File: config.mk
export PLATFORM = sky130hd
export DESIGN_NAME = cfc_fault_confinement
export DESIGN_NICKNAME = d
export VERILOG_FILES = /design/src/cfc_pkg.sv /design/src/cfc_fault_confinement.sv /design/src/cfc_run_detect.sv /design/src/cfc_err_detect.sv
export VERILOG_INCLUDE_DIRS = /design/src /design/src/src
export SDC_FILE = /design/constraint.sdc
export NUM_CORES = 1
export LEC_CHECK = 0
export ABC_AREA = 1
export BUFFER_PORTS_ARGS = -buffer_cell sky130_fd_sc_hd__buf_2
export CORE_UTILIZATION = 45
export DETAILED_ROUTE_END_ITERATION = 12
export PLACE_DENSITY = 0.78
export SLEW_MARGIN = 0
export SYNTH_ARGS = -nofsm -noshare
export SYNTH_HDL_FRONTEND = slang
export SYNTH_SLANG_ARGS = --single-unit
File: constraint.sdc
create_clock -name clk -period 1.9 [get_ports clk]
set_input_delay 0.38 -clock clk [delete_from_list [all_inputs] [get_ports clk]]
set_output_delay 0.38 -clock clk [all_outputs]
set_load 0.005 [all_outputs]
File: src/cfc_defines.svh
// fault confinement constants: levels, field lengths, run lengths
`ifndef CFC_DEFINES_SVH
`define CFC_DEFINES_SVH
`define CFC_WARN_LVL    8'h60
`define CFC_PASS_LVL    8'h80
`define CFC_BUS_OFF_FLAG_MIN    8'hF8
`define CFC_INC8        8'h08
`define CFC_REC_LOAD    8'h7F
`define CFC_RECOV_LAST  8'h7F
`define CFC_FLAG_LAST   5'h05
`define CFC_DELIM_LAST  5'h06
`define CFC_INTER_LAST  5'h02
`define CFC_SUSP_LAST   5'h07
`define CFC_DOM_ACT     5'h0E
`define CFC_DOM_STEP    5'h08
`define CFC_DOM_REW     5'h06
`define CFC_RUN_LAST    4'hA
`define CFC_STUFF_LAST  3'h5
`endif

File: src/cfc_pkg.sv
// fault confinement types: error frame sequencer states, power-save modes
package cfc_pkg;
  typedef enum logic [2:0] {
    CFC_IDLE  = 3'b000,
    CFC_FLAG  = 3'b001,
    CFC_DOMW  = 3'b011,
    CFC_DELIM = 3'b010,
    CFC_INTER = 3'b110,
    CFC_SUSP  = 3'b111
  } cfc_efs_t;
  typedef enum logic [1:0] {
    CFC_PS_NONE  = 2'b00,
    CFC_PS_SLEEP = 2'b01,
    CFC_PS_STOP  = 2'b10
  } cfc_ps_t;
endpackage : cfc_pkg

File: src/cfc_fault_confinement.sv
// fault confinement: error frames, error counters, states, bus-off recovery
// Summary of operation
// sleep wakes on bus activity, stop never
// compare driven and sampled levels, flag mismatch
// receiver detects stuff, crc and form errors
// transmitter flags recessive acknowledge slot
// error frame immediately; crc after ack delimiter
// retransmit after error unless single shot
// counter at 96 sets warning flag
// counter at 128 sets passive flag
// transmit count reaching 256 means bus-off
// active flag dominant, passive recessive, suspend
// receiver adds one, or eight on dominant
// transmitter error flag adds eight, two exceptions
// bit error during own flag adds eight
// long dominant runs after flags add eight
// good transmission decrements transmit count
// good reception decrements or reloads receive count
// bus-off holds output recessive, no storing
// recovery waits 128 runs of 11 recessive
// recovery runs counted in receive counter field
// no init during sleep/stop; wake recovers
// clear bit with start skips recovery wait
// clear bit resets counters only in init
// reset clears counters and all status
`timescale 1ns/10ps
`default_nettype none
`include "cfc_defines.svh"
module cfc_fault_confinement (
  input  wire logic            clk,
  input  wire logic            srst,
  input  wire logic            bit_tick,
  input  wire logic            bus_rx,
  input  wire logic            drv_bit,
  input  wire logic            is_tx,
  input  wire logic            in_arb,
  input  wire logic            in_frame,
  input  wire logic            stuff_zone,
  input  wire logic            crc_chk,
  input  wire logic            crc_ok,
  input  wire logic            form_chk,
  input  wire logic            ack_slot,
  input  wire logic            ack_delim,
  input  wire logic            arb_stuff_bit,
  input  wire logic            ovl_start,
  input  wire logic            tx_ok,
  input  wire logic            rx_ok,
  input  wire logic            single_shot,
  input  wire logic            init_req,
  input  wire logic            op_req,
  input  wire logic            counter_clear_request,
  input  wire cfc_pkg::cfc_ps_t power_save_mode_select,
  output logic                 tx_line_output,
  output logic                 err_frame_start,
  output logic                 retransmit_req,
  output logic                 wake_event,
  output logic                 rx_store_enable,
  output logic                 operating_mode_status,
  output logic                 bus_off_flag,
  output logic                 tx_warning_flag,
  output logic                 tx_passive_flag,
  output logic                 rx_warning_flag,
  output logic                 rx_passive_flag,
  output logic                 rx_passive_indicator,
  output logic [7:0]           tx_fault_counter,
  output logic [7:0]           rx_fault_counter
);
  cfc_pkg::cfc_efs_t st_r;
  cfc_pkg::cfc_efs_t st_nxt;
  logic [7:0] tec_r;
  logic [7:0] tec_nxt;
  logic [7:0] rec_r;
  logic [7:0] rec_nxt;
  logic [4:0] cnt_r;
  logic [4:0] cnt_nxt;
  logic       bus_off_flag_r;
  logic       bus_off_flag_nxt;
  logic       op_r;
  logic       pend_r;
  logic       join_r;
  logic       crc_pend_r;
  logic       flag_act_r;
  logic       fail_tx_r;
  logic       tx_r;
  logic       ackp_r;
  logic       dom_seen_r;
  logic       first_r;
  logic       prev_rx_r;
  logic       bit_err;
  logic       stuff_err;
  logic       crc_err;
  logic       form_err;
  logic       ack_err;
  logic       run_pulse;
  logic       passive;
  logic       active_ok;
  logic       start_err;
  logic       start_ovl;
  logic       tx8;
  logic       rx8;
  logic       rx1;
  logic       dom_hit;
  logic       cc_clear;
  logic       forced;
  logic       init_ok;
  logic       recov_step;
  logic       recov_done;
  logic       wake_now;
  logic       retx_nxt;

  cfc_err_detect u_det (
    .clk        (clk),
    .srst       (srst),
    .bit_tick   (bit_tick),
    .bus_rx     (bus_rx),
    .drv_bit    (drv_bit),
    .is_tx      (is_tx),
    .in_arb     (in_arb),
    .in_frame   (in_frame),
    .stuff_zone (stuff_zone),
    .crc_chk    (crc_chk),
    .crc_ok     (crc_ok),
    .form_chk   (form_chk),
    .ack_slot   (ack_slot),
    .bit_err    (bit_err),
    .stuff_err  (stuff_err),
    .crc_err    (crc_err),
    .form_err   (form_err),
    .ack_err    (ack_err)
  );

  cfc_run_detect u_run (
    .clk       (clk),
    .srst      (srst),
    .bit_tick  (bit_tick),
    .bus_rx    (bus_rx),
    .run_pulse (run_pulse)
  );

  // flag style follows counters as they stood before the error
  assign passive   = (tec_r >= `CFC_PASS_LVL) | rec_r[7];
  assign active_ok = op_r & ~join_r & ~bus_off_flag_r
                   & (power_save_mode_select == cfc_pkg::CFC_PS_NONE);
  assign start_err = active_ok & (st_r == cfc_pkg::CFC_IDLE)
                   & (bit_err | stuff_err | form_err | ack_err
                   | (bit_tick & ack_delim & crc_pend_r));
  assign start_ovl = active_ok & bit_tick & ovl_start
                   & (st_r == cfc_pkg::CFC_IDLE);
  assign dom_hit   = bit_tick & (st_r == cfc_pkg::CFC_DOMW) & ~bus_rx
                   & (cnt_r + 5'h01 == (flag_act_r ? `CFC_DOM_ACT
                                                   : `CFC_DOM_STEP));

  // exceptions: passive ack error without dominant, arbitration stuff bit
  assign tx8 = (start_err & is_tx & ~(ack_err & passive)
             & ~(stuff_err & arb_stuff_bit))
             | (bit_tick & st_r == cfc_pkg::CFC_FLAG & cnt_r == `CFC_FLAG_LAST
               & ackp_r & (dom_seen_r | ~bus_rx))
             | (bit_tick & st_r == cfc_pkg::CFC_FLAG & flag_act_r & bus_rx
               & tx_r)
             | (dom_hit & tx_r);
  assign rx8 = ~rec_r[7] & ~tx_r & ((bit_tick & st_r == cfc_pkg::CFC_FLAG
             & flag_act_r & bus_rx)
             | (bit_tick & st_r == cfc_pkg::CFC_DOMW & first_r & ~bus_rx)
             | dom_hit);
  assign rx1 = start_err & ~is_tx & ~rec_r[7];

  assign init_ok    = init_req
                    & (power_save_mode_select == cfc_pkg::CFC_PS_NONE);
  assign cc_clear   = counter_clear_request & ~op_r;
  assign forced     = cc_clear & op_req & ~init_req;
  assign recov_step = bus_off_flag_r & pend_r & run_pulse;
  assign recov_done = recov_step & (rec_r == `CFC_RECOV_LAST);
  assign wake_now   = (power_save_mode_select == cfc_pkg::CFC_PS_SLEEP)
                    & bit_tick & prev_rx_r & ~bus_rx;

  always_comb begin
    tec_nxt  = tec_r;
    bus_off_flag_nxt = bus_off_flag_r;
    if (cc_clear || recov_done) begin
      tec_nxt  = 8'h00;
      bus_off_flag_nxt = 1'b0;
    end else if (tx8 && !bus_off_flag_r) begin
      if (tec_r >= `CFC_BUS_OFF_FLAG_MIN) begin
        bus_off_flag_nxt = 1'b1;
      end else begin
        tec_nxt = tec_r + `CFC_INC8;
      end
    end else if (tx_ok && active_ok && tec_r != 8'h00) begin
      tec_nxt = tec_r - 8'h01;
    end
  end

  always_comb begin
    rec_nxt = rec_r;
    if (cc_clear || recov_done) begin
      rec_nxt = 8'h00;
    end else if ((op_req && !op_r && bus_off_flag_r) || (wake_now && bus_off_flag_r)) begin
      rec_nxt = 8'h00;
    end else if (recov_step) begin
      rec_nxt = rec_r + 8'h01;
    end else if (bus_off_flag_r) begin
      rec_nxt = rec_r;
    end else if (rx8) begin
      rec_nxt = rec_r + `CFC_INC8;
    end else if (rx1) begin
      rec_nxt = rec_r + 8'h01;
    end else if (rx_ok && active_ok) begin
      if (rec_r[7]) begin
        rec_nxt = `CFC_REC_LOAD;
      end else if (rec_r != 8'h00) begin
        rec_nxt = rec_r - 8'h01;
      end
    end
  end

  always_ff @(posedge clk) begin
    if (srst) begin
      tec_r  <= 8'h00;
      rec_r  <= 8'h00;
      bus_off_flag_r <= 1'b0;
    end else begin
      tec_r  <= tec_nxt;
      rec_r  <= rec_nxt;
      bus_off_flag_r <= bus_off_flag_nxt;
    end
  end

  // status mirrors the next counter values so flags and counts agree
  always_ff @(posedge clk) begin
    if (srst) begin
      tx_fault_counter     <= 8'h00;
      rx_fault_counter     <= 8'h00;
      bus_off_flag         <= 1'b0;
      tx_warning_flag      <= 1'b0;
      tx_passive_flag      <= 1'b0;
      rx_warning_flag      <= 1'b0;
      rx_passive_flag      <= 1'b0;
      rx_passive_indicator <= 1'b0;
      rx_store_enable      <= 1'b1;
    end else begin
      tx_fault_counter     <= tec_nxt;
      rx_fault_counter     <= rec_nxt;
      bus_off_flag         <= bus_off_flag_nxt;
      tx_warning_flag      <= bus_off_flag_nxt | (tec_nxt >= `CFC_WARN_LVL);
      tx_passive_flag      <= bus_off_flag_nxt | (tec_nxt >= `CFC_PASS_LVL);
      rx_warning_flag      <= ~bus_off_flag_nxt & (rec_nxt >= `CFC_WARN_LVL);
      rx_passive_flag      <= ~bus_off_flag_nxt & rec_nxt[7];
      rx_passive_indicator <= ~bus_off_flag_nxt & rec_nxt[7];
      rx_store_enable      <= ~bus_off_flag_nxt;
    end
  end

  // operating mode, recovery pending and bus join
  always_ff @(posedge clk) begin
    if (srst) begin
      op_r   <= 1'b0;
      pend_r <= 1'b0;
      join_r <= 1'b0;
    end else begin
      if (init_ok) begin
        op_r   <= 1'b0;
        pend_r <= 1'b0;
      end else if (forced) begin
        op_r   <= 1'b1;
        join_r <= 1'b1;
        pend_r <= 1'b0;
      end else if (recov_done) begin
        // completion wins over a late request, which would else stall
        op_r   <= 1'b1;
        pend_r <= 1'b0;
      end else if (op_req && !op_r) begin
        op_r   <= ~bus_off_flag_r;
        pend_r <= bus_off_flag_r;
      end else if (wake_now && bus_off_flag_r) begin
        op_r   <= 1'b0;
        pend_r <= 1'b1;
      end
      if (join_r && run_pulse && !forced) begin
        join_r <= 1'b0;
      end
    end
  end

  // error frame sequencer, advanced once per sampled bit
  always_comb begin
    st_nxt  = st_r;
    cnt_nxt = cnt_r;
    if (bit_tick) begin
      unique case (st_r)
        cfc_pkg::CFC_IDLE: begin
          if (start_err || start_ovl) begin
            st_nxt  = cfc_pkg::CFC_FLAG;
            cnt_nxt = 5'h00;
          end
        end
        cfc_pkg::CFC_FLAG: begin
          cnt_nxt = cnt_r + 5'h01;
          if (cnt_r == `CFC_FLAG_LAST) begin
            st_nxt  = cfc_pkg::CFC_DOMW;
            cnt_nxt = 5'h00;
          end
        end
        cfc_pkg::CFC_DOMW: begin
          if (bus_rx) begin
            st_nxt  = cfc_pkg::CFC_DELIM;
            cnt_nxt = 5'h00;
          end else if (dom_hit) begin
            cnt_nxt = flag_act_r ? `CFC_DOM_REW : 5'h00;
          end else begin
            cnt_nxt = cnt_r + 5'h01;
          end
        end
        cfc_pkg::CFC_DELIM: begin
          cnt_nxt = cnt_r + 5'h01;
          if (cnt_r == `CFC_DELIM_LAST) begin
            st_nxt  = cfc_pkg::CFC_INTER;
            cnt_nxt = 5'h00;
          end
        end
        cfc_pkg::CFC_INTER: begin
          cnt_nxt = cnt_r + 5'h01;
          if (cnt_r == `CFC_INTER_LAST) begin
            st_nxt  = (passive && tx_r) ? cfc_pkg::CFC_SUSP
                                        : cfc_pkg::CFC_IDLE;
            cnt_nxt = 5'h00;
          end
        end
        cfc_pkg::CFC_SUSP: begin
          cnt_nxt = cnt_r + 5'h01;
          if (cnt_r == `CFC_SUSP_LAST) begin
            st_nxt = cfc_pkg::CFC_IDLE;
          end
        end
        default: begin
          st_nxt  = cfc_pkg::CFC_IDLE;
          cnt_nxt = 5'h00;
        end
      endcase
    end
  end

  assign retx_nxt = fail_tx_r & ~single_shot & (st_r != cfc_pkg::CFC_IDLE)
                  & (st_nxt == cfc_pkg::CFC_IDLE);

  always_ff @(posedge clk) begin
    if (srst || !op_r) begin
      st_r       <= cfc_pkg::CFC_IDLE;
      cnt_r      <= 5'h00;
      flag_act_r <= 1'b1;
      fail_tx_r  <= 1'b0;
      tx_r       <= 1'b0;
      ackp_r     <= 1'b0;
      dom_seen_r <= 1'b0;
      first_r    <= 1'b0;
      crc_pend_r <= 1'b0;
    end else begin
      st_r  <= st_nxt;
      cnt_r <= cnt_nxt;
      if (crc_err && !(bit_err | stuff_err | form_err)) begin
        crc_pend_r <= 1'b1;
      end else if (bit_tick && ack_delim) begin
        crc_pend_r <= 1'b0;
      end
      if (bit_tick && st_r == cfc_pkg::CFC_IDLE && (start_err || start_ovl))
      begin
        flag_act_r <= start_ovl | ~passive;
        fail_tx_r  <= start_err & is_tx;
        tx_r       <= is_tx;
        ackp_r     <= ack_err & passive & is_tx;
        dom_seen_r <= 1'b0;
      end else if (bit_tick && st_r == cfc_pkg::CFC_FLAG && !bus_rx) begin
        dom_seen_r <= 1'b1;
      end
      if (bit_tick) begin
        first_r <= (st_r == cfc_pkg::CFC_FLAG);
      end
    end
  end

  always_ff @(posedge clk) begin
    if (srst) begin
      tx_line_output  <= 1'b1;
      err_frame_start <= 1'b0;
      retransmit_req  <= 1'b0;
      wake_event      <= 1'b0;
      prev_rx_r       <= 1'b1;
      operating_mode_status <= 1'b0;
    end else begin
      // bus-off, joining and init all keep the line recessive
      if (bus_off_flag_nxt || join_r || !op_r) begin
        tx_line_output <= 1'b1;
      end else if (st_r == cfc_pkg::CFC_FLAG) begin
        tx_line_output <= ~flag_act_r;
      end else if (st_r != cfc_pkg::CFC_IDLE) begin
        tx_line_output <= 1'b1;
      end else begin
        tx_line_output <= drv_bit;
      end
      err_frame_start <= start_err;
      retransmit_req  <= retx_nxt;
      wake_event      <= wake_now;
      operating_mode_status <= op_r;
      if (bit_tick) begin
        prev_rx_r <= bus_rx;
      end
    end
  end

  bus_off_flag_rec_a: assert property (@(posedge clk) disable iff (srst)
    bus_off_flag |-> tx_line_output && !rx_store_enable)
    else $error("bus-off without recessive output");
  tx_warn_a: assert property (@(posedge clk) disable iff (srst)
    (tx_fault_counter >= 8'h60) |-> tx_warning_flag)
    else $error("transmit warning flag missing");
  rx_pass_a: assert property (@(posedge clk) disable iff (srst)
    (rx_fault_counter[7] && !bus_off_flag) |-> rx_passive_flag
      && rx_warning_flag)
    else $error("receive passive flag missing");
  tec_step_a: assert property (@(posedge clk) disable iff (srst)
    (tx_fault_counter > $past(tx_fault_counter)) |->
      (tx_fault_counter == $past(tx_fault_counter) + 8'h08))
    else $error("transmit counter rose by other than eight");
  tec_dec_a: assert property (@(posedge clk) disable iff (srst)
    ($past(tx_ok && active_ok && !tx8 && !cc_clear && !recov_done)
      && $past(tec_r) != 8'h00) |-> (tec_r == $past(tec_r) - 8'h01))
    else $error("transmit counter did not step down");
  flag_lvl_a: assert property (@(posedge clk) disable iff (srst)
    (st_r == cfc_pkg::CFC_FLAG && flag_act_r && op_r && !join_r)
      |=> (!tx_line_output || bus_off_flag))
    else $error("active error flag not dominant");
  err_now_a: assert property (@(posedge clk) disable iff (srst)
    (active_ok && st_r == cfc_pkg::CFC_IDLE && bit_err) |=> err_frame_start)
    else $error("bit error did not start an error frame");
  init_ref_a: assert property (@(posedge clk) disable iff (srst)
    (init_req && power_save_mode_select != cfc_pkg::CFC_PS_NONE && op_r
      && !(wake_now && bus_off_flag_r))
      |=> op_r ##1 operating_mode_status)
    else $error("init accepted in power-save mode");
  cc_init_a: assert property (@(posedge clk) disable iff (srst)
    (counter_clear_request && !op_r) |=> (tx_fault_counter == 8'h00)
      && (rx_fault_counter == 8'h00) && !bus_off_flag)
    else $error("counter clear in init did not clear");
  recov_a: assert property (@(posedge clk) disable iff (srst)
    (recov_done && !init_ok) |=> op_r && !bus_off_flag
      && (tx_fault_counter == 8'h00))
    else $error("recovery did not restore operation");
  single_a: assert property (@(posedge clk) disable iff (srst)
    $past(single_shot) |-> !retransmit_req)
    else $error("retransmit in single-shot mode");
endmodule : cfc_fault_confinement
`default_nettype wire

File: src/cfc_run_detect.sv
// detector of runs of eleven consecutive recessive bits
`timescale 1ns/10ps
`default_nettype none
`include "cfc_defines.svh"
module cfc_run_detect (
  input  wire logic clk,
  input  wire logic srst,
  input  wire logic bit_tick,
  input  wire logic bus_rx,
  output logic      run_pulse
);
  logic [3:0] cnt_r;

  assign run_pulse = bit_tick & bus_rx & (cnt_r == `CFC_RUN_LAST);

  always_ff @(posedge clk) begin
    if (srst || (bit_tick && (!bus_rx || run_pulse))) begin
      cnt_r <= 4'h0;
    end else if (bit_tick) begin
      cnt_r <= cnt_r + 4'h1;
    end
  end
endmodule : cfc_run_detect
`default_nettype wire

File: src/cfc_err_detect.sv
// detection of bit, stuff, crc, form and acknowledge errors per sampled bit
`timescale 1ns/10ps
`default_nettype none
`include "cfc_defines.svh"
module cfc_err_detect (
  input  wire logic clk,
  input  wire logic srst,
  input  wire logic bit_tick,
  input  wire logic bus_rx,
  input  wire logic drv_bit,
  input  wire logic is_tx,
  input  wire logic in_arb,
  input  wire logic in_frame,
  input  wire logic stuff_zone,
  input  wire logic crc_chk,
  input  wire logic crc_ok,
  input  wire logic form_chk,
  input  wire logic ack_slot,
  output logic      bit_err,
  output logic      stuff_err,
  output logic      crc_err,
  output logic      form_err,
  output logic      ack_err
);
  logic       last_r;
  logic [2:0] same_r;

  // losing arbitration and the transmitter's own recessive ack are no errors
  assign bit_err   = bit_tick & in_frame & (bus_rx != drv_bit)
                   & ~(in_arb & drv_bit & ~bus_rx)
                   & ~(ack_slot & is_tx);
  assign stuff_err = bit_tick & stuff_zone & (bus_rx == last_r)
                   & (same_r == `CFC_STUFF_LAST);
  assign crc_err   = bit_tick & crc_chk & ~crc_ok & ~is_tx;
  assign form_err  = bit_tick & form_chk & ~bus_rx & ~is_tx;
  assign ack_err   = bit_tick & ack_slot & is_tx & bus_rx;

  always_ff @(posedge clk) begin
    if (srst) begin
      last_r <= 1'b1;
      same_r <= 3'h0;
    end else if (bit_tick) begin
      last_r <= bus_rx;
      if (!stuff_zone) begin
        same_r <= 3'h0;
      end else if (bus_rx == last_r && same_r != 3'h0) begin
        same_r <= same_r + 3'h1;
      end else begin
        same_r <= 3'h1;
      end
    end
  end
endmodule : cfc_err_detect
`default_nettype wire

==> impl_metrics.json, run 1 <==
{
  "ir_worst_vdd_mv": 0.374,
  "critical-path-slowest-cell": "dfxtp_4",
  "cpPeakStageDelay_ps": 400,
  "dr.first_iter.drc_count": 412,
  "root_buffer": "clkbuf_8",
  "path_class": "reg -> reg",
  "synth.yosys.seq_area_share_pct": 28.5,
  "overflow": 0,
  "routed_wl_um": 10800,
  "die_area_sq_um": 8650,
  "drv_slew": 0,
  "drive_gt1_share_pct": 34.5,
  "rrSetupSlack_ps": -60,
  "grt_start_max_net_pins": 20,
  "drt-pass1-iter-count": 5,
  "async_reset_ff_share_pct": 0,
  "crit_path_end_kind": "flip-flop",
  "synthesis.area_sq_um": 3720,
  "max_cap_violations": 0,
  "timing.final.ws_setup_ps": -61.7,
  "cts_buffer_depth": 2,
  "power_density_nw_per_um2": 428,
  "critPathRequiredTime_ps": 2100,
  "fin_cells": 792,
  "numPlacedInstances": 773,
  "rr_startpoint": "cnt_r[0]$_SDFFE_PP0P_",
  "start_kind": "flip-flop",
  "placed_area_sq_um": 4500,
  "postRouteAntennaNets": 0,
  "synth_cells": 572,
  "rsz0062_at_grt": "true",
  "max_freq_mhz": 510,
  "multi_input_area_sq_um": 2550,
  "whs_ps": 338,
  "rows": 32,
  "core-area_sq_um": 7850,
  "fin_worst_skew_ps": 11.1,
  "yosys_most_used_dff": "dfxtp_1",
  "ys_seq_elements": 53,
  "design_area_sq_um": 4990,
  "vias": 4214,
  "viasPerCell": 5.32,
  "worstSkewPairLatency_ps": 320,
  "cts_tree": "yes",
  "place_congestion": 0.889,
  "syn_area_per_cell_sq_um": 6.51,
  "nFillCells": 702,
  "die_h_um": 93.0,
  "portBuffers": 51,
  "layout_common_cells": "nand2_1, inv_1, buf_4",
  "cts_sinks": 53,
  "worst_pin_slew_ps": 417,
  "ys_top_cells_by_area": "dfxtp_1, nand2_1, inv_1, nor2_1, ha_1",
  "htreeDepth": 2,
  "yosysUniqueCellTypes": 37,
  "rr_endpoint": "tx_fault_counter[3]$_SDFF_PP0_",
  "yosysWarnings": 0,
  "num_io_pins": 52,
  "crit_arrival_ps": 2160,
  "finalCritPeriodShare_pct": 103,
  "reg2reg_depth": 15,
  "min_period_ps": 1960,
  "die_x_um": 93.0,
  "grtUsageTotal_pct": 24.5,
  "dp_hpwl_um": 7940,
  "numCtsBuffers": 5,
  "cp-endpoint": "tx_fault_counter[3]$_SDFF_PP0_",
  "hold_buffers": 0,
  "wire_per_inst_um": 13.6,
  "crit_path_start": "cnt_r[0]$_SDFFE_PP0P_",
  "setup_viol": 7,
  "drc": 0,
  "final-hold-violation-count": 0,
  "synth_edf_count": 0,
  "outcome": "complete, but fails checks",
  "grt_pass1_wl_um": 17300,
  "start_util_pct": 47.5,
  "violations": "setup timing",
  "final_common_cell": "nand2_1",
  "yosys.area.top_type_share_pct": 28.5,
  "antenna_found_initial": 0,
  "fin_nets": 730,
  "cellLeakagePower_uw": 0.00250,
  "synthToLayoutAreaGrowth_pct": 33.9,
  "seq_area_sq_um": 1080,
  "antennaDiodeCount": 0,
  "crit_top_cell": "nand2_2",
  "hp-class": "in -> reg",
  "synth_nets": 613,
  "maxSlewHeadroom_pct": 72.2,
  "worstPathCellList": "inv_4, ha_4, inv_2, nor2_1, nand2_1, o21ai_2, nand3_2, nand2_2, nand2_2, nand3_4, buf_6, nand2_8, buf_4, nor2_4, a211oi_2",
  "crit_fanout": 7,
  "synth_top_area_cell": "dfxtp_1",
  "first_global_vias": 3891,
  "clk_pin_slew_ps": 110
}
## logic make-up after synthesis
kind of cell | share of synthesized area (%)
DFF | 28.5
xor gates and xnor gates | 3.29
buffers and inverters | 10.2
adders and majority gates | 5.71
and+or+nand+nor | 36.8
AOI/OAI and AO/OA | 15.4
## stage by stage
| step | total power [uW] | setup TNS, ps | setup slack [ps] | utilization (%) |
|---|---|---|---|---|
| global route | 2230 | -2190 | -161 | 63.5 |
| global placement | 1410 | -138 | -33.8 | 57.3 |
| finish | 2130 | -244 | -61.7 | 63.5 |
| floorplan | 1300 | 0 | 4.40 | - |
| detailed placement | 1420 | -1540 | -121 | 57.3 |
| CTS | 2120 | -106 | -44.2 | 60.5 |
## final cells by class
type,count,share of cell area [%]
Multi-Input combinational cell,426,51.2
Clock buffer,5,1.38
Inverter,80,6.07
Tap cell,102,2.56
Timing Repair Buffer,123,16.5
Sequential cell,53,21.7
Clock inverter,3,0.577
## layer usage
metal	global-route usage (%)	wire length, um	vias up
li1	-	-	2098
met1	31.2	4750	1957
met2	43.2	5260	138
met3	2.60	526	21
met4	7.44	218	0
met5	0	0	-
## cell usage after synthesis, types with 3 or more instances
| library cell | instances |
|---|---|
| o22ai_1 | 3 |
| inv_2 | 6 |
| dfxtp_1 | 53 |
| or2_2 | 6 |
| xor2_1 | 14 |
| nand2_2 | 9 |
| nor2_2 | 8 |
| a211oi_1 | 4 |
| nand3_2 | 5 |
| nand4_1 | 12 |
| nor2_1 | 60 |
| buf_2 | 5 |
| buf_4 | 3 |
| o211ai_1 | 7 |
| nor3_1 | 11 |
| nor2_4 | 3 |
| nand2_1 | 132 |
| a21oi_1 | 42 |
| o21ai_1 | 4 |
| inv_1 | 74 |
| nand3_1 | 42 |
| ha_1 | 17 |
| o21ai_0 | 32 |
| clkbuf_1 | 3 |
## timing repair
action / 4_1_cts / 5_1_grt
setup buffers: 6 / 5
gates resized for setup: 30 / 64
pin swaps: 11 / 27
setup endpoints to repair: 22 / 30
## worst min-delay path by stage
stage,startpoint,endpoint,slack (ps),depth (start not counted)
after floorplan,fail_tx_r$_SDFFE_PP0P_,fail_tx_r$_SDFFE_PP0P_,440,2
after detailed placement,first_r$_SDFFE_PP0P_,first_r$_SDFFE_PP0P_,460,2
after global placement,crc_pend_r$_SDFFE_PP0P_,crc_pend_r$_SDFFE_PP0P_,450,2
after CTS,single_shot,retransmit_req$_SDFF_PP0_,350,4
final,single_shot,retransmit_req$_SDFF_PP0_,340,4
after global routing,single_shot,retransmit_req$_SDFF_PP0_,340,4
## state kept, by name (all words and copies together), names as in the netlist, 3 cells and up
register          cells
cnt_r                 5
rx_fault_counter      8
st_r                  3
tx_fault_counter      8
u_det.same_r          3
u_run.cnt_r           4
## critical path, delay by kind of cell (launching register included)
family	cells	cell delay [ps]
adders and majority gates	1	260
buffers and inverters	4	360
AOI/OAI and AO/OA	2	100
DFF	1	400
and+or+nand+nor	8	720
## power by group
group / internal [uW] / switching, uW / leakage, uW / total (uW)
sequential: 1120 / 14.4 / 0.000435 / 1140
combinational: 118 / 168 / 0.00201 / 286
clock: 277 / 433 / 0.0000506 / 710
(Power assumes the default switching activity.)
==> inputs of run 2 (changes only) <==
==> constraint.sdc (replaced) <==
create_clock -name clk -period 1.9 [get_ports clk]
set_input_delay 0.095 -clock clk [delete_from_list [all_inputs] [get_ports clk]]
set_output_delay 0.095 -clock clk [all_outputs]
set_load 0.005 [all_outputs]
==> impl_metrics.json, run 2 (same netlist as run 1, synthesis figures left out) <==
{
  "outcome": "complete, but fails checks",
  "violations": "setup timing",
  "hold_buffers": 0,
  "start_util_pct": 47.5,
  "worst-path-buf-inv": 2,
  "rr_startpoint": "cnt_r[0]$_SDFFE_PP0P_",
  "critPathTopFamily": "simple AND/OR/NAND/NOR gates",
  "finalCritPeriodShare_pct": 101,
  "worstSkewPairLatency_ps": 330,
  "routed_wl_um": 10400,
  "critical-path-slowest-cell": "dfxtp_2",
  "grtUsageTotal_pct": 24.6,
  "final_common_cell": "nand2_1",
  "cellLeakagePower_uw": 0.00237,
  "fin_worst_skew_ps": 7.54,
  "die_h_um": 93.0,
  "die_area_sq_um": 8650,
  "num_io_pins": 52,
  "critical_path_depth": 13,
  "final-hold-violation-count": 0,
  "ir_worst_vdd_mv": 0.302,
  "min_from": "single_shot",
  "postRouteAntennaNets": 0,
  "maxSlewHeadroom_pct": 71.5,
  "core-area_sq_um": 7850,
  "clk_pin_slew_ps": 110,
  "crit_path_end_kind": "flip-flop",
  "viasPerCell": 5.26,
  "whs_ps": 30.2,
  "grt_pass1_wl_um": 17200,
  "worstPathCellList": "buf_6, ha_4, nand4_1, nand2_2, nor2_2, nand3_2, nand2_2, nand2_2, nand3_4, buf_6, a21oi_4, nand2_1, nor3b_1",
  "place_congestion": 0.921,
  "vias": 4063,
  "antenna_found_initial": 0,
  "rr_endpoint": "tx_fault_counter[0]$_SDFF_PP0_",
  "wire_per_inst_um": 13.4,
  "cts_sinks": 53,
  "hp-class": "in -> reg",
  "synthToLayoutAreaGrowth_pct": 27.3,
  "crit_top_cell": "nand2_2",
  "antennaDiodeCount": 0,
  "critPathRequiredTime_ps": 2120,
  "post-route-util_pct": 60.4,
  "drive_gt1_share_pct": 30.7,
  "reg2reg_depth": 13,
  "dp_worst_setup_slack_ps": -117,
  "htreeDepth": 2,
  "max_freq_mhz": 522,
  "drc": 0,
  "cpPeakStageDelay_ps": 360,
  "layout_common_cells": "nand2_1, inv_1, nor2_1",
  "top_regs": "rx_fault_counter x8, tx_fault_counter x8, cnt_r x5",
  "hold_depth": 4,
  "root_buffer": "clkbuf_8",
  "first_global_vias": 3856,
  "fin_nets": 710,
  "rsz0062_at_grt": "true",
  "cts_buffer_depth": 2,
  "power_density_nw_per_um2": 443,
  "portBuffers": 51,
  "max_cap_violations": 0,
  "min_to": "retransmit_req$_SDFF_PP0_",
  "cts_tree": "yes",
  "die_x_um": 93.0,
  "drt-pass1-iter-count": 5,
  "drv_slew": 0,
  "dr.first_iter.drc_count": 279,
  "path_class": "reg -> reg",
  "grt_start_max_net_pins": 20,
  "crit_fanout": 6,
  "dp_hpwl_um": 7910,
  "overflow": 0,
  "design_area_sq_um": 4740,
  "numCtsBuffers": 5,
  "min_period_ps": 1910,
  "power_uw": 2100,
  "start_kind": "flip-flop",
  "setup_viol": 3,
  "crit_arrival_ps": 2130,
  "placed_area_sq_um": 4360,
  "rrSetupSlack_ps": -10,
  "worst_pin_slew_ps": 427,
  "timing.final.ws_setup_ps": -14.4,
  "rows": 32
}
[run 2: final cells by class]
cell class | count | area [sq um]
clock buffer | 5 | 68.8
clock inverter | 3 | 28.8
fill | 752 | 3100
inverter | 80 | 300
multi-input combinational | 426 | 2480
sequential | 53 | 1070
tap | 102 | 128
timing repair buffer | 103 | 666
[run 2: what timing repair did]
item	CTS	global route
hold endpoints to repair	0	0
pin swaps	13	9
gates cloned	0	0
setup buffers	4	5
endpoints found under the setup margin	17	31
resized for setup	24	37
[run 2: worst min-delay path: cells and delay by family]
family / cells / cell delay [ps]
and+or+nand+nor: 3 / 160
buffers and inverters: 1 / 80
[run 2: where the power goes]
| part | total [uW] | switching (uW) | internal (uW) |
|---|---|---|---|
| combinational | 247 | 153 | 93.6 |
| clock | 716 | 439 | 277 |
| sequential | 1140 | 13.2 | 1120 |
[run 2: worst max-delay path by stage]
stage | startpoint | end | slack (ps)
floorplan | cnt_r[0]$_SDFFE_PP0P_ | rx_warning_flag$_SDFF_PP0_ | 4
global placement | tx_fault_counter[0]$_SDFF_PP0_ | tx_fault_counter[3]$_SDFF_PP0_ | -60
detailed placement | cnt_r[0]$_SDFFE_PP0P_ | tx_fault_counter[2]$_SDFF_PP0_ | -120
CTS | cnt_r[0]$_SDFFE_PP0P_ | rx_warning_flag$_SDFF_PP0_ | -10
global route | cnt_r[0]$_SDFFE_PP0P_ | tx_fault_counter[0]$_SDFF_PP0_ | -160
finish | cnt_r[0]$_SDFFE_PP0P_ | tx_fault_counter[0]$_SDFF_PP0_ | -10
[run 2: metal layers]
layer	track usage, %	vias up	share of wire (%)
li1	-	2052	-
met1	30.8	1860	44
met2	43.2	136	50
met3	2.76	15	4.8
met4	9.23	0	1.5
met5	0	-	0
[run 2: per-stage QoR]
| stage | std cells | TNS [ps] |
|---|---|---|
| after floorplan | 572 | 0 |
| after global routing | 772 | -2160 |
| final | 772 | -26.0 |
| after detailed placement | 755 | -836 |
| after global placement | 755 | -88.2 |
| after CTS | 767 | -18.9 |
==> inputs of run 3 (changes only) <==
PLACE_DENSITY = 0.75   (was 0.78)
clock period = 2.11 ns   (was 1.9 ns; I/O delays follow)
==> impl_metrics.json, run 3 (same netlist as run 1, synthesis figures left out) <==
{
  "worstPathCellList": "inv_1, ha_4, inv_1, nor2_1, nand2_1, o21ai_1, nand3_2, nand3_2, nand2_2, nand2_2, nand2_1, a21oi_1, nor2_1, nand2_1, nand2_1",
  "routed_wl_um": 9760,
  "numPlacedInstances": 729,
  "worstSkewPairLatency_ps": 320,
  "cpPeakStageDelay_ps": 360,
  "start_util_pct": 47.5,
  "fin_worst_skew_ps": 11.9,
  "layout_common_cells": "nand2_1, inv_1, nor2_1",
  "rows": 32,
  "power_density_nw_per_um2": 432,
  "cts_buffer_depth": 2,
  "max_cap_violations": 0,
  "worst_pin_slew_ps": 439,
  "path_class": "reg -> reg",
  "grt_start_max_net_pins": 20,
  "crit_path_end_kind": "flip-flop",
  "setup_viol": 0,
  "maxSlewHeadroom_pct": 70.7,
  "core-area_sq_um": 7850,
  "postRouteAntennaNets": 0,
  "viasPerCell": 5.28,
  "dp_worst_setup_slack_ps": 20.4,
  "antenna_found_initial": 0,
  "htreeDepth": 2,
  "cellLeakagePower_uw": 0.00219,
  "clk_pin_slew_ps": 110,
  "crit_fanout": 6,
  "synthToLayoutAreaGrowth_pct": 16.5,
  "timing.final.ws_setup_ps": 107,
  "final_common_cell": "nand2_1",
  "crit_arrival_ps": 2220,
  "first_global_vias": 3608,
  "antennaDiodeCount": 0,
  "die_area_sq_um": 8650,
  "grt_pass1_wl_um": 16300,
  "crit_top_cell": "nand2_1",
  "top_regs": "rx_fault_counter x8, tx_fault_counter x8, cnt_r x5",
  "die_h_um": 93.0,
  "critical-path-slowest-cell": "dfxtp_2",
  "final-hold-violation-count": 0,
  "rsz0062_at_grt": "true",
  "drc": 0,
  "drive_gt1_share_pct": 22.2,
  "drt-pass1-iter-count": 5,
  "num_io_pins": 52,
  "critPathRequiredTime_ps": 2330,
  "fin_cells": 741,
  "min_period_ps": 2000,
  "drv_slew": 0,
  "fin_nets": 679,
  "dp_hpwl_um": 7400,
  "outcome": "finished, final reports clean",
  "cts_sinks": 53,
  "ir_worst_vdd_mv": 0.339,
  "max_freq_mhz": 499,
  "finalCritPeriodShare_pct": 94.9,
  "hold_buffers": 0,
  "power_uw": 1880,
  "grtUsageTotal_pct": 23.3,
  "dr.first_iter.drc_count": 245,
  "vias": 3912,
  "root_buffer": "clkbuf_8",
  "die_x_um": 93.0,
  "portBuffers": 51,
  "hp-class": "in -> reg",
  "overflow": 0,
  "numCtsBuffers": 5,
  "start_kind": "flip-flop",
  "cts_tree": "yes",
  "place_congestion": 0.917,
  "wire_per_inst_um": 13.2
}
-- run 3: changes by cell type in the layout (fill, tap and decap cells not counted), moves of 3 or more --
cell / change
buf_4: -29
nand2_1: +10
nand2_2: -7
inv_1: +6
inv_2: -6
nand3_1: +5
nand3_2: -5
nor2_1: +4
nand2_4: -3
-- run 3: power breakdown --
group / total (uW) / internal, uW / leakage [uW] / switching [uW]
Sequential: 1020 / 1010 / 0.000431 / 11.9
Clock: 650 / 250 / 0.0000506 / 400
Combinational: 202 / 73.0 / 0.00171 / 129
Total: 1880 / 1330 / 0.00219 / 541
-- run 3: critical path: cells and delay by family, from the launching register on --
family | cells | cell delay (ps)
compound gates | 2 | 280
flops | 1 | 360
simple gates | 10 | 840
buf+inv | 2 | 140
fa+ha+maj | 1 | 290
-- run 3: worst paths after layout --
| kind | start | endpoint | slack, ps | cells past startpoint |
|---|---|---|---|---|
| max reg2reg | cnt_r[0]$_SDFFE_PP0P_ | rx_warning_flag$_SDFF_PP0_ | 110 | 15 |
| min reg2reg | fail_tx_r$_SDFFE_PP0P_ | fail_tx_r$_SDFFE_PP0P_ | 470 | 2 |
| max | cnt_r[0]$_SDFFE_PP0P_ | rx_warning_flag$_SDFF_PP0_ | 110 | 15 |
| min | single_shot | retransmit_req$_SDFF_PP0_ | 40 | 4 |
-- run 3: repair_timing --
item,in CTS,in global routing
endpoints found under the setup margin,0,16
resized for setup,0,18
endpoints found under the hold margin,0,0
setup buffers,0,4
-- run 3: final cells by class --
| type | count | area (sq um) |
|---|---|---|
| Fill cell | 787 | 3510 |
| Timing Repair Buffer | 72 | 417 |
| Inverter | 80 | 300 |
| Sequential cell | 53 | 1070 |
| Multi-Input combinational cell | 426 | 2330 |
| Tap cell | 102 | 128 |
| Clock inverter | 3 | 28.8 |
| Clock buffer | 5 | 68.8 |
-- run 3: per-layer routing --
| metal | global-route usage [%] | wire length [um] | share of wire (%) |
|---|---|---|---|
| met5 | 0 | 0 | 0 |
| met4 | 7.05 | 128 | 1.3 |
| met3 | 3.09 | 503 | 5.2 |
| met2 | 40.1 | 4660 | 48 |
| met1 | 30.1 | 4460 | 46 |
-- run 3: stage by stage --
step / area [sq um] / hold WS (ps) / setup TNS, ps / util [%]
3_5_place_dp: 4150 / 393 / 0 / 52.9
6_report: 4340 / 39.1 / 0 / 55.3
4_1_cts: 4250 / 43.0 / 0 / 54.2
2_1_floorplan: 3720 / 185 / 0 / -
3_3_place_gp: 4150 / 386 / 0 / 52.9
5_1_grt: 4340 / 47.2 / -78.6 / 55.3
